==> src/hw/flc_defines.vh <==
// constants of the lock, unlock and protection-program sequencer
`ifndef FLC_DEFINES_VH
`define FLC_DEFINES_VH

// ----------------------------------------------------------------
// avalon register offsets (byte addresses)
// ----------------------------------------------------------------
`define FLC_REG_CTRL      4'h0
`define FLC_REG_ADDR      4'h4
`define FLC_REG_DATA      4'h8
`define FLC_REG_STAT      4'hC

// ----------------------------------------------------------------
// control register fields
// ----------------------------------------------------------------
`define FLC_CTRL_OP_LSB   0
`define FLC_CTRL_OP_MSB   2
`define FLC_OP_NONE       3'h0
`define FLC_OP_LOCK       3'h1
`define FLC_OP_UNLOCK     3'h2
`define FLC_OP_OTP        3'h3
`define FLC_OP_CLRSR      3'h4
`define FLC_OP_ARRAY      3'h5
`define FLC_OP_RESET      3'h6

// ----------------------------------------------------------------
// host status register fields
// ----------------------------------------------------------------
`define FLC_ST_BYTE_LSB   0
`define FLC_ST_BYTE_MSB   7
`define FLC_ST_BUSY       8
`define FLC_ST_DONE       9
`define FLC_ST_REFUSED    10
`define FLC_ST_TIMEOUT    11
`define FLC_ST_ARRAY      12
`define FLC_ST_PIN        13

// ----------------------------------------------------------------
// flash command bytes and device status bits
// ----------------------------------------------------------------
`define FLC_CMD_LOCK_SETUP 8'h60
`define FLC_CMD_LOCK_CONF  8'h01
`define FLC_CMD_CLR_CONF   8'hD0
`define FLC_CMD_OTP_SETUP  8'hC0
`define FLC_CMD_CLR_STATUS 8'h50
`define FLC_CMD_ARRAY      8'hFF
`define FLC_SR_READY      7
`define FLC_SR_ERASE_FAIL 5
`define FLC_SR_PROG_FAIL  4
`define FLC_SR_VOLT_LOW   3
`define FLC_SR_PROTECTED  1
`define FLC_SR_ERR_MASK   8'h3A

// ----------------------------------------------------------------
// timing
// ----------------------------------------------------------------
`define FLC_CLK_NS        4
`define FLC_T_STROBE_NS   120
`define FLC_T_RESET_NS    100
`define FLC_T_RECOV_NS    1000
`define FLC_STROBE_CYC    ((`FLC_T_STROBE_NS + `FLC_CLK_NS - 1) / `FLC_CLK_NS)
`define FLC_RESET_CYC     ((`FLC_T_RESET_NS + `FLC_CLK_NS - 1) / `FLC_CLK_NS)
`define FLC_RECOV_CYC     ((`FLC_T_RECOV_NS + `FLC_CLK_NS - 1) / `FLC_CLK_NS)
`define FLC_POLL_LIMIT    100000

`endif

==> src/hw/flc_seq.v <==
// host controller that sequences lock, unlock and protection program commands
`timescale 1ns/100ps
`default_nettype none

`include "flc_defines.vh"

// How it works
// - protection program: C0H then data at location
// - enables toggle between every status read
// - errors must be cleared before further operations; the code refuses only lock, unlock and program, array and reset still run
// - full status check may follow several operations
// - write FFH after operation for array mode
module flc_seq #(
	parameter AW         = 24,
	parameter DW         = 8,
	parameter POLL_LIMIT = `FLC_POLL_LIMIT,
	parameter RECOV_CYC  = `FLC_RECOV_CYC
) (
	input  wire          core_clk_i,
	input  wire          sys_rst_i,
	input  wire [3:0]    avs_address_i,
	input  wire          avs_read_i,
	input  wire          avs_write_i,
	input  wire [31:0]   avs_writedata_i,
	output reg  [31:0]   avs_readdata_o,
	output reg           avs_waitrequest_o,
	output wire [AW-1:0] fl_addr_o,
	output wire          fl_ce_n_o,
	output wire          fl_oe_n_o,
	output wire          fl_we_n_o,
	output reg           fl_rst_n_o,
	input  wire [DW-1:0] fl_dq_i,
	output wire [DW-1:0] fl_dq_o,
	output wire          fl_dq_oe_n_o,
	input  wire          fl_sts_i
);

	// ------------------------------------------------------------
	// declarations
	// ------------------------------------------------------------
	localparam [2:0] S_IDLE  = 3'h0;
	localparam [2:0] S_CMD1  = 3'h1;
	localparam [2:0] S_CMD2  = 3'h2;
	localparam [2:0] S_POLL  = 3'h3;
	localparam [2:0] S_ARRAY = 3'h4;
	localparam [2:0] S_RST   = 3'h5;
	localparam [2:0] S_RECOV = 3'h6;
	// the pin falls one edge after entry, so count one extra to keep the full width
	localparam [31:0] RST_LAST   = `FLC_RESET_CYC;
	localparam [31:0] RECOV_LAST = RECOV_CYC - 1;
	localparam [31:0] POLL_LAST  = POLL_LIMIT - 1;

	reg  [2:0]    state_q;
	reg  [2:0]    op_q;
	reg           launched_q;
	reg  [31:0]   cnt_q;
	reg  [AW-1:0] addr_q;
	reg  [DW-1:0] data_q;
	reg  [7:0]    sr_q;
	reg           done_q;
	reg           refused_q;
	reg           timeout_q;
	reg           array_q;
	reg           sts_q;
	reg           cyc_start_q;
	reg           cyc_write_q;
	reg  [AW-1:0] cyc_addr_q;
	reg  [DW-1:0] cyc_data_q;
	wire          cyc_done;
	wire [DW-1:0] cyc_rdata;
	wire          acc;
	wire          ctrl_wr;
	wire [2:0]    new_op;
	wire          err_pending;
	wire          op_refused;
	wire          set_done;
	wire [7:0]    rd_byte;

	assign acc      = (avs_read_i | avs_write_i) & ~avs_waitrequest_o;
	assign ctrl_wr  = acc & avs_write_i & (avs_address_i == `FLC_REG_CTRL);
	assign new_op   = avs_writedata_i[`FLC_CTRL_OP_MSB:`FLC_CTRL_OP_LSB];
	assign rd_byte  = cyc_rdata[7:0]; // status byte sits in the low lane
	// sticky device errors left from earlier operations
	assign err_pending = |(sr_q & `FLC_SR_ERR_MASK);
	// a new lock, unlock or program is refused until clear-status or a reset
	assign op_refused  = ((new_op == `FLC_OP_LOCK) | (new_op == `FLC_OP_UNLOCK)
		| (new_op == `FLC_OP_OTP)) & err_pending;
	assign set_done = ((state_q == S_ARRAY) & launched_q & cyc_done)
		| ((state_q == S_CMD1) & launched_q & cyc_done
			& ((op_q == `FLC_OP_CLRSR) | (op_q == `FLC_OP_ARRAY)))
		| ((state_q == S_RECOV) & (cnt_q == RECOV_LAST));

	// ------------------------------------------------------------
	// flash pin cycle engine
	// ------------------------------------------------------------
	flc_bus_cycle #(
		.AW (AW),
		.DW (DW)
	) u_cycle (
		.core_clk_i   (core_clk_i),
		.sys_rst_i    (sys_rst_i),
		.start_i      (cyc_start_q),
		.is_write_i   (cyc_write_q),
		.addr_i       (cyc_addr_q),
		.wdata_i      (cyc_data_q),
		.done_o       (cyc_done),
		.rdata_o      (cyc_rdata),
		.fl_addr_o    (fl_addr_o),
		.fl_ce_n_o    (fl_ce_n_o),
		.fl_oe_n_o    (fl_oe_n_o),
		.fl_we_n_o    (fl_we_n_o),
		.fl_dq_i      (fl_dq_i),
		.fl_dq_o      (fl_dq_o),
		.fl_dq_oe_n_o (fl_dq_oe_n_o)
	);

	// ------------------------------------------------------------
	// avalon slave: one wait cycle, then answer
	// ------------------------------------------------------------
	always @(posedge core_clk_i)
	begin
		if (sys_rst_i)
		begin
			avs_waitrequest_o <= 1'b1;
			avs_readdata_o    <= 32'h00000000;
			addr_q            <= {AW{1'b0}};
			data_q            <= {DW{1'b0}};
		end
		else
		begin
			avs_waitrequest_o <= ~((avs_read_i | avs_write_i) & avs_waitrequest_o);
			if (acc & avs_write_i & (avs_address_i == `FLC_REG_ADDR))
				addr_q <= avs_writedata_i[AW-1:0];
			if (acc & avs_write_i & (avs_address_i == `FLC_REG_DATA))
				data_q <= avs_writedata_i[DW-1:0];
			case (avs_address_i)
			`FLC_REG_ADDR: avs_readdata_o <= {{(32-AW){1'b0}}, addr_q};
			`FLC_REG_DATA: avs_readdata_o <= {{(32-DW){1'b0}}, data_q};
			`FLC_REG_STAT: avs_readdata_o <= {18'h00000, sts_q, array_q, timeout_q,
				refused_q, done_q, (state_q != S_IDLE), sr_q};
			default:       avs_readdata_o <= 32'h00000000; // ctrl and unmapped
			endcase
		end
	end

	// ------------------------------------------------------------
	// status flags; a completion in the same cycle beats the clear
	// ------------------------------------------------------------
	always @(posedge core_clk_i)
	begin
		if (sys_rst_i)
		begin
			done_q    <= 1'b0;
			refused_q <= 1'b0;
			sts_q     <= 1'b1;
		end
		else
		begin
			// completion pin level, low while busy, floats high otherwise
			sts_q <= fl_sts_i;
			if (set_done)
				done_q <= 1'b1;
			else if (ctrl_wr)
				done_q <= 1'b0;
			if (ctrl_wr)
				refused_q <= op_refused
					| ((state_q != S_IDLE) & (new_op != `FLC_OP_NONE));
		end
	end

	// ------------------------------------------------------------
	// operation sequencer
	// ------------------------------------------------------------
	always @(posedge core_clk_i)
	begin
		cyc_start_q <= 1'b0;
		if (sys_rst_i)
		begin
			state_q     <= S_IDLE;
			op_q        <= `FLC_OP_NONE;
			launched_q  <= 1'b0;
			cnt_q       <= 32'h00000000;
			sr_q        <= 8'h80;
			timeout_q   <= 1'b0;
			array_q     <= 1'b1;
			fl_rst_n_o  <= 1'b1;
			cyc_write_q <= 1'b0;
			cyc_addr_q  <= {AW{1'b0}};
			cyc_data_q  <= {DW{1'b0}};
		end
		else
		begin
			case (state_q)
			S_IDLE:
			begin
				if (ctrl_wr & ~op_refused & (new_op != `FLC_OP_NONE))
				begin
					op_q      <= new_op;
					timeout_q <= 1'b0;
					cnt_q     <= 32'h00000000;
					state_q   <= (new_op == `FLC_OP_RESET) ? S_RST : S_CMD1;
				end
			end
			S_CMD1:
			begin
				if (~launched_q)
				begin
					cyc_start_q <= 1'b1;
					cyc_write_q <= 1'b1;
					cyc_addr_q  <= addr_q; // block address for lock
					launched_q  <= 1'b1;
					case (op_q)
					`FLC_OP_OTP:   cyc_data_q <= `FLC_CMD_OTP_SETUP;
					`FLC_OP_CLRSR: cyc_data_q <= `FLC_CMD_CLR_STATUS;
					`FLC_OP_ARRAY: cyc_data_q <= `FLC_CMD_ARRAY;
					default:       cyc_data_q <= `FLC_CMD_LOCK_SETUP;
					endcase
				end
				else if (cyc_done)
				begin
					launched_q <= 1'b0;
					if (op_q == `FLC_OP_CLRSR)
					begin
						sr_q    <= 8'h80; // sticky errors leave here and at the end of a reset
						array_q <= 1'b0;
						state_q <= S_IDLE;
					end
					else if (op_q == `FLC_OP_ARRAY)
					begin
						array_q <= 1'b1;
						state_q <= S_IDLE;
					end
					else
						state_q <= S_CMD2;
				end
			end
			S_CMD2:
			begin
				if (~launched_q)
				begin
					cyc_start_q <= 1'b1;
					launched_q  <= 1'b1;
					array_q     <= 1'b0;
					case (op_q)
					`FLC_OP_LOCK:   cyc_data_q <= `FLC_CMD_LOCK_CONF;
					`FLC_OP_UNLOCK: cyc_data_q <= `FLC_CMD_CLR_CONF;
					default:        cyc_data_q <= data_q; // data at location
					endcase
				end
				else if (cyc_done)
				begin
					launched_q <= 1'b0;
					cnt_q      <= 32'h00000000;
					state_q    <= S_POLL;
				end
			end
			S_POLL:
			begin
				// only status reads go out while the engine is busy
				if (~launched_q)
				begin
					cyc_start_q <= 1'b1;
					cyc_write_q <= 1'b0;
					launched_q  <= 1'b1;
				end
				else if (cyc_done)
				begin
					launched_q <= 1'b0;
					cnt_q      <= cnt_q + 32'h00000001;
					if (rd_byte[`FLC_SR_READY])
					begin
						// keep fail, voltage and protect bits for decoding
						sr_q    <= rd_byte | (sr_q & `FLC_SR_ERR_MASK);
						state_q <= S_ARRAY;
					end
					else if (cnt_q == POLL_LAST)
					begin
						timeout_q <= 1'b1;
						sr_q      <= rd_byte | (sr_q & `FLC_SR_ERR_MASK);
						state_q   <= S_ARRAY;
					end
				end
			end
			S_ARRAY:
			begin
				// return the device to array reads once the operation ends
				if (~launched_q)
				begin
					cyc_start_q <= 1'b1;
					cyc_write_q <= 1'b1;
					cyc_data_q  <= `FLC_CMD_ARRAY;
					launched_q  <= 1'b1;
				end
				else if (cyc_done)
				begin
					launched_q <= 1'b0;
					array_q    <= 1'b1;
					state_q    <= S_IDLE;
				end
			end
			S_RST:
			begin
				// reset pin low aborts work and clears the device status
				fl_rst_n_o <= 1'b0;
				cnt_q      <= cnt_q + 32'h00000001;
				if (cnt_q == RST_LAST)
				begin
					fl_rst_n_o <= 1'b1;
					cnt_q      <= 32'h00000000;
					state_q    <= S_RECOV;
				end
			end
			S_RECOV:
			begin
				cnt_q <= cnt_q + 32'h00000001;
				if (cnt_q == RECOV_LAST)
				begin
					sr_q    <= 8'h80;
					array_q <= 1'b1;
					state_q <= S_IDLE;
				end
			end
			default:
				state_q <= S_IDLE;
			endcase
		end
	end

endmodule

`default_nettype wire

==> src/hw/flc_bus_cycle.v <==
// one asynchronous write or read cycle on the flash pins
`timescale 1ns/100ps
`default_nettype none

`include "flc_defines.vh"

module flc_bus_cycle #(
	parameter AW = 24,
	parameter DW = 8
) (
	input  wire          core_clk_i,
	input  wire          sys_rst_i,
	input  wire          start_i,
	input  wire          is_write_i,
	input  wire [AW-1:0] addr_i,
	input  wire [DW-1:0] wdata_i,
	output reg           done_o,
	output reg  [DW-1:0] rdata_o,
	output reg  [AW-1:0] fl_addr_o,
	output reg           fl_ce_n_o,
	output reg           fl_oe_n_o,
	output reg           fl_we_n_o,
	input  wire [DW-1:0] fl_dq_i,
	output reg  [DW-1:0] fl_dq_o,
	output reg           fl_dq_oe_n_o
);

	localparam [1:0] PH_IDLE   = 2'h0;
	localparam [1:0] PH_SETUP  = 2'h1;
	localparam [1:0] PH_STROBE = 2'h2;
	localparam [1:0] PH_HOLD   = 2'h3;
	localparam [31:0] STROBE_CYC  = `FLC_STROBE_CYC;
	localparam [7:0]  STROBE_LAST = STROBE_CYC[7:0] - 8'h01;

	reg [1:0] phase_q;
	reg [7:0] cnt_q;
	reg       wr_q;

	// ------------------------------------------------------------
	// cycle sequencer: setup, strobe, hold, then all strobes high
	// ------------------------------------------------------------
	// every cycle ends with ce and oe released, so back-to-back status
	// reads always toggle the enables and refresh the status byte
	always @(posedge core_clk_i)
	begin
		done_o <= 1'b0;
		if (sys_rst_i)
		begin
			phase_q      <= PH_IDLE;
			cnt_q        <= 8'h00;
			wr_q         <= 1'b0;
			rdata_o      <= {DW{1'b0}};
			fl_addr_o    <= {AW{1'b0}};
			fl_ce_n_o    <= 1'b1;
			fl_oe_n_o    <= 1'b1;
			fl_we_n_o    <= 1'b1;
			fl_dq_o      <= {DW{1'b0}};
			fl_dq_oe_n_o <= 1'b1;
		end
		else
		begin
			case (phase_q)
			PH_IDLE:
			begin
				if (start_i)
				begin
					wr_q         <= is_write_i;
					fl_addr_o    <= addr_i;
					fl_dq_o      <= wdata_i;
					fl_dq_oe_n_o <= ~is_write_i;
					fl_ce_n_o    <= 1'b0;
					phase_q      <= PH_SETUP;
				end
			end
			PH_SETUP:
			begin
				fl_we_n_o <= ~wr_q;
				fl_oe_n_o <= wr_q;
				cnt_q     <= 8'h00;
				phase_q   <= PH_STROBE;
			end
			PH_STROBE:
			begin
				if (cnt_q == STROBE_LAST)
				begin
					rdata_o   <= fl_dq_i; // sampled at end of access time
					fl_we_n_o <= 1'b1;
					fl_oe_n_o <= 1'b1;
					phase_q   <= PH_HOLD;
				end
				else
					cnt_q <= cnt_q + 8'h01;
			end
			PH_HOLD:
			begin
				fl_ce_n_o    <= 1'b1;
				fl_dq_oe_n_o <= 1'b1;
				done_o       <= 1'b1;
				phase_q      <= PH_IDLE;
			end
			default:
				phase_q <= PH_IDLE;
			endcase
		end
	end

endmodule

`default_nettype wire

==> config.mk <==
export PLATFORM = sky130hd
export DESIGN_NAME = flc_seq
export DESIGN_NICKNAME = d
export VERILOG_FILES = /design/src/hw/flc_seq.v /design/src/hw/flc_bus_cycle.v
export VERILOG_INCLUDE_DIRS = /design/src /design/src/hw
export SDC_FILE = /design/constraint.sdc
export NUM_CORES = 1
export LEC_CHECK = 0
export BUFFER_PORTS_ARGS = -buffer_cell sky130_fd_sc_hd__buf_2
export CAP_MARGIN = 5
export CORE_MARGIN = 4
export CORE_UTILIZATION = 60
export CTS_BUF_LIST = sky130_fd_sc_hd__clkbuf_8
export CTS_CLUSTER_SIZE = 12
export DETAILED_ROUTE_END_ITERATION = 10
export PLACE_DENSITY_LB_ADDON = 0.08
export RECOVER_POWER = 100
export SYNTH_ARGS = -nofsm -noshare
export SYNTH_HDL_FRONTEND = slang
export SYNTH_HIERARCHICAL = 1
export SYNTH_SLANG_ARGS = --single-unit
==> constraint.sdc <==
create_clock -name core_clk_i -period 7 [get_ports core_clk_i]
set_input_delay 0 -clock core_clk_i [delete_from_list [all_inputs] [get_ports core_clk_i]]
set_output_delay 0 -clock core_clk_i [all_outputs]
set_load 0.01 [all_outputs]
==> results of run 1 <==
==> path summary, 6_finish.rpt <==
kind,depth (start not counted),from,end
max,6,state_q[1]$_SDFFE_PP0P_,cnt_q[11]$_SDFFE_PP0P_
min,3,avs_address_i[1],avs_readdata_o[0]$_SDFF_PP0_
max reg2reg,6,state_q[1]$_SDFFE_PP0P_,cnt_q[11]$_SDFFE_PP0P_
min reg2reg,2,cyc_data_q[3]$_SDFFE_PP0P_,u_cycle/fl_dq_o[3]$_SDFFE_PP0P_
==> through the flow <==
stage / setup slack (ps) / cell area (um^2) / std cells
6_report: 2595 / 9502 / 1301
5_1_grt: 2032 / 9502 / 1301
4_1_cts: 3997 / 9615 / 1301
3_5_place_dp: 3988 / 8786 / 1225
3_3_place_gp: 4036 / 8786 / 1225
2_1_floorplan: 4691 / 8265 / 1005
==> layout by cell type, fill, tap and decap left out, types with 5 or more instances in the layout <==
master,n
a211oi_1,5
a21oi_1,128
a22oi_1,9
a31oi_1,5
and2_0,10
and2_1,7
buf_2,38
buf_4,5
clkbuf_1,65
clkbuf_8,18
conb_1,8
dfxtp_1,200
dlygate4sd3_1,44
ha_1,9
inv_1,13
inv_6,5
mux2_2,8
mux2i_1,16
nand2_1,209
nand2b_1,9
nand3_1,24
nand4_1,12
nor2_1,96
nor2b_1,6
nor3_1,27
nor3b_1,6
nor4_1,15
nor4b_1,5
o211ai_1,9
o21ai_0,19
or3_1,6
xnor2_1,32
==> routing by layer <==
layer	track usage	up-vias	share of wire
li1	-	3616	-
met1	0.3434	3360	0.47
met2	0.3980	214	0.46
met3	0.05928	19	0.062
met4	0.06122	0	0.012
met5	0	-	0
==> state kept, by name, summed over array words and instances (netlist names), 2 cells and up <==
signal             count
addr_q                24
state_q                3
avs_readdata_o        24
u_cycle/fl_dq_o        8
sr_q                   8
u_cycle/phase_q        2
cyc_addr_q            24
u_cycle/cnt_q          8
data_q                 8
op_q                   3
cnt_q                 32
u_cycle/fl_addr_o     24
u_cycle/rdata_o        8
cyc_data_q             8
==> kinds of logic after synthesis <==
family                     after synthesis  share of synthesized area
and+or+nand+nor                        451                     0.2513
DFF                                    200                     0.4860
adders and majority gates               10                    0.01488
xor gates and xnor gates                33                    0.03508
other                                    1                  0.0004551
muxes                                   25                    0.03174
AOI/OAI and AO/OA                      200                     0.1405
buffers and inverters                   78                    0.04009
==> synthesized netlist by cell type (2+ instances only) <==
library cell  instances  share of area
nor3b_1               6         0.0055
buf_4                 8         0.0073
o211ai_1              9         0.0082
nand2_1             209          0.095
nor3_1               27          0.016
o21ai_1               3         0.0018
a211oi_1              5         0.0046
o211a_1               2         0.0024
and2_1               17          0.013
mux2i_1              16          0.019
nor4_1               15          0.011
nor2b_1               6         0.0046
a31oi_1               5         0.0038
inv_1                12         0.0055
nand2b_1              9         0.0068
o22ai_1               2         0.0015
nor4b_1               5         0.0053
nor3_2                2         0.0024
o31ai_1               2         0.0018
ha_1                  9          0.014
o21a_1                2         0.0018
clkbuf_1             54          0.025
and3_1                4         0.0030
xnor2_1              32          0.034
a21o_1                2         0.0018
nand3_1              24          0.015
mux2_2                8          0.011
a21oi_1             129          0.078
or4_1                 2         0.0018
or3_1                 6         0.0046
or2_2                 2         0.0015
nand4_1              12         0.0091
a22oi_1               9         0.0082
o21ai_0              19          0.012
nor2_1               96          0.044
o221ai_1              3         0.0032
dfxtp_1             200           0.49
==> power by group through the flow <==
stage          combinational [mW]  sequential (mW)  clock (mW)
6_report                    0.129             1.16       0.726
5_1_grt                     0.145             1.16       0.789
4_1_cts                     0.131             1.16       0.737
3_5_place_dp                0.115             1.18           0
3_3_place_gp                0.113             1.18           0
2_1_floorplan              0.0782             1.18           0
==> worst max-delay path, stage by stage (launching register included) <==
cell and delay [ps]:
dfxtp_1 780, nor2b_1 190, a211oi_1 460, nor2_1 240, o41ai_1 1790, clkbuf_1 670
nor2_1 130
==> layout make-up <==
| cell class | count | area (um^2) | area share |
|---|---|---|---|
| flip-flops and latches | 200 | 4004 | 0.4214 |
| well taps | 176 | 220.2 | 0.02318 |
| clock inverters | 14 | 141.4 | 0.01488 |
| repair buffers | 152 | 912.1 | 0.09600 |
| inverters | 14 | 52.55 | 0.005531 |
| multi-input cells | 727 | 3924 | 0.4130 |
| clock buffers | 18 | 247.7 | 0.02607 |
==> repair_timing <==
item	4_1_cts	5_1_grt
setup buffers	0	0
endpoints found under the hold margin	73	0
setup endpoints to repair	0	0
hold buffers	44	0
==> flow_summary.toml, run 1 <==
[yosys]
yosys_warnings = 6
synth_seq_cells = 200
yosysSeqAreaShare = 0.4860
synth_ff_type = "dfxtp_1"
synthCells = 998
synth.avg_cell_area_um2 = 8.256
synth_area_um2 = 8239
synth-edff-count = 0
synthArstFlopShare = 0
synthDistinctLibCells = 62

[timing]
tightestPinTransition_ps = 2321
max_freq_mhz = 227.0
holdWs_ps = 37.59
rsz0062_at_grt = "false"
finalCritPeriodShare = 0.6292
clock_skew_ps = 15.75
hold_viol = 0
maxSlewViolCount = 79
fin_setup_tns_ps = 0
period_needed_ps = 4405
timing.slew.headroom = -0.5472
setup_viol = 0

[die]
initial_core_util = 0.6173
boundaryPins = 119
core-area_um2 = 13350
die_h_um = 125.2
rows = 42
fp.dieArea_um2 = 15670
chipWidth_um = 125.2

[clock_network]
cts_resized = 0
clock_latency_ps = 480
cts_buffers = 17
clkSinkCount = 200
clockRootBuffer = "clkbuf_8"
path_clk_slew_ps = 100
h-tree-depth = 4
cts_tree = "built"
clockBufferDepth = 2

[pwr]
irDropWorstVdd_uv = 110.0
netSwitchingPower_uw = 513.7
switching_share = 0.2552
p_clk_frac = 0.360
combPwrFrac = 0.064
finalPower_mw = 2.013
sequentialPowerShare = 0.575
internal-power_mw = 1.500
power.density_nw_per_um2 = 211.9
leakage_nw = 3.239

[worst_setup_path]
crit_path_end_kind = "flip-flop"
critPathArrivalTime_ps = 4740
r2r_slack_ps = 2600
critical_path_class = "reg2reg"
critical_path.max_fanout = 24
cp-start-kind = "flip-flop"
crit_required_ps = 7330

[global_routing]
antenna_found_initial = 0
grt_pass1_wl_um = 32270
grt_usage = 0.2489
grt_pass1_vias = 6612
grt_max_degree = 83
grt_overflow = 0

[place]
post-dp-hpwl_um = 13280
place_congestion = 0.8796
port-buffer-count = 102

[drt]
vias = 7209
drc = 0
ant_nets = 0
dr.pass1.iters = 5
wire_per_inst_um = 15.28
viasPerCell = 5.541
drt_iter0_drc = 604
drt_wl_total_um = 19880

[min_path]
hold_path_class = "in2reg"

[job]
cap_violations = 3

[final_layout]
diodes = 0
nets = 1170
fillers = 1125
area_delta_synth_final_pct = 15.32
drive_gt1_frac = 0.08444
final_util = 0.7118

[status]
status = "complete, but fails checks"
failed_checks = "capacitance limit, slew limit"
Note: power is estimated with default switching activity, not from simulation.
==> inputs of run 2 (changes only) <==
--- a/config.mk
+++ b/config.mk
@@ -9,7 +9,7 @@
 export BUFFER_PORTS_ARGS = -buffer_cell sky130_fd_sc_hd__buf_2
 export CAP_MARGIN = 5
 export CORE_MARGIN = 4
-export CORE_UTILIZATION = 60
+export CORE_UTILIZATION = 53
 export CTS_BUF_LIST = sky130_fd_sc_hd__clkbuf_8
 export CTS_CLUSTER_SIZE = 12
 export DETAILED_ROUTE_END_ITERATION = 10
==> constraint.sdc (replaced) <==
create_clock -name core_clk_i -period 3.58 [get_ports core_clk_i]
set_input_delay 0 -clock core_clk_i [delete_from_list [all_inputs] [get_ports core_clk_i]]
set_output_delay 0 -clock core_clk_i [all_outputs]
set_load 0.01 [all_outputs]
==> flow_summary.toml, run 2 (synthesized netlist as in run 1, its figures left out) <==
[min_path]
hold_path_class = "in2reg"

[worst_setup_path]
critPathTopFamily = "buffers and inverters"
r2r_slack_ps = 560
crit_path_end_kind = "flip-flop"
critPathSlowestCell = "o41ai_4"
critical_path_class = "reg2reg"
critPathArrivalTime_ps = 3360
crit_required_ps = 3920
crit_top_cell = "nor2_1"
path_buf_inv = 2
cp-start-kind = "flip-flop"
critPathMaxStageDelay_ps = 730
crit_chain = "clkbuf_1 > xor2_1 > and2_0 > nor2_1 > o41ai_4 > buf_4 > nor2_1"
critical_path.max_fanout = 23

[status]
status = "complete, but fails checks"
failed_checks = "capacitance limit, slew limit"

[drt]
vias = 7089
ant_nets = 0
dr.pass1.iters = 5
drc = 0
drt_wl_total_um = 19960
viasPerCell = 5.432
wire_per_inst_um = 15.29
drt_iter0_drc = 511

[place]
post-dp-hpwl_um = 13320
port-buffer-count = 102
place_congestion = 0.8730

[timing]
rsz0062_at_grt = "false"
timing.slew.headroom = -0.08784
setup_viol = 0
maxSlewViolCount = 94
tightestPinTransition_ps = 1632
max_freq_mhz = 331.6
holdWs_ps = 23.10
finalCritPeriodShare = 0.8425
clock_skew_ps = 11.42
fin_setup_tns_ps = 0
period_needed_ps = 3016
hold_viol = 0

[job]
cap_violations = 3

[clock_network]
cts_tree = "built"
clockRootBuffer = "clkbuf_8"
clock_latency_ps = 450
path_clk_slew_ps = 90
clkSinkCount = 200
clockBufferDepth = 2
post_cts_buffers = 0
h-tree-depth = 4
cts_buffers = 17

[die]
rows = 45
initial_core_util = 0.5420
chipWidth_um = 132.7
boundaryPins = 119
die_h_um = 132.7
fp.dieArea_um2 = 17600
core-area_um2 = 15200

[pwr]
power.density_nw_per_um2 = 401.3
leakage_nw = 3.167
finalPower_mw = 3.769
irDropWorstVdd_uv = 234.5

[final_layout]
diodes = 0
largest_reg_flops = 32
top_register = "cnt_q"
final_common_cell = "nand2_1"
final_cell_mix = "209 x nand2_1, 200 x dfxtp_1, 128 x a21oi_1, 96 x nor2_1, 66 x clkbuf_1"
nets = 1164
drive_gt1_frac = 0.08147
area_delta_synth_final_pct = 13.99

[global_routing]
grt_pass1_vias = 6600
grt_usage = 0.2251
grt_overflow = 0
grt_max_degree = 71
grt_pass1_wl_um = 32930
antenna_found_initial = 0
==> run 2: cell count changes in the layout (fill, tap and decap cells not counted), sizes merged <==
cell         change
dlygate4sd3      -9
buf              +1
clkinv           +1
clkbuf           +2
clkinvlp         +2
bufinv           -1
inv              -4
==> run 2: final cells by class <==
| type | count | area (um^2) |
|---|---|---|
| fillers | 1434 | 5811 |
| flip-flops and latches | 200 | 4004 |
| multi-input cells | 727 | 3929 |
| repair buffers | 146 | 835.8 |
| clock buffers | 18 | 247.7 |
| well taps | 188 | 235.2 |
| clock inverters | 12 | 87.58 |
| inverters | 14 | 52.55 |
==> run 2: worst paths after layout <==
check             cells after the start                         from                                 end
setup reg to reg                      7      state_q[1]$_SDFFE_PP0P_              cnt_q[14]$_SDFFE_PP0P_
hold reg to reg                       2  cyc_addr_q[21]$_SDFFE_PP0P_  u_cycle/fl_addr_o[21]$_SDFFE_PP0P_
hold / removal                        3             avs_address_i[2]        avs_readdata_o[0]$_SDFF_PP0_
setup / recovery                      7      state_q[1]$_SDFFE_PP0P_              cnt_q[14]$_SDFFE_PP0P_
==> run 2: stage by stage <==
stage                     cells  utilization  worst slack [ps]  area [um^2]
after CTS                  1305       0.6255             702.2         9509
after global routing       1305       0.6178             244.1         9392
final                      1305       0.6178             563.9         9392
after floorplan            1005            -              1271         8265
after detailed placement   1240       0.5804             717.3         8823
after global placement     1240       0.5804             824.4         8823
==> run 2: metal layers <==
| metal | wire length (um) | part of all wire | vias up | global-route usage |
|---|---|---|---|---|
| li1 | - | - | 3590 | - |
| met1 | 9498 | 0.48 | 3286 | 0.3114 |
| met2 | 9120 | 0.46 | 202 | 0.3659 |
| met3 | 1168 | 0.059 | 11 | 0.04791 |
| met4 | 168 | 0.0084 | 0 | 0.04677 |
| met5 | 0 | 0 | - | 0 |
==> run 2: worst reg2reg max path: stages (launching register included) <==
cell and delay (ps):
dfxtp_1 340, clkbuf_1 630, xor2_1 290, and2_0 270, nor2_1 200, o41ai_4 730, buf_4 370, nor2_1 90
==> run 2: repair_timing <==
item,4_1_cts,5_1_grt
gates resized for setup,0,0
endpoints found under the hold margin,45,0
hold buffers,35,0
==> run 2: where the power goes <==
| group | switching [mW] | internal [mW] |
|---|---|---|
| clock | 0.764 | 0.489 |
| sequential | 0.0197 | 2.25 |
| combinational | 0.152 | 0.0984 |
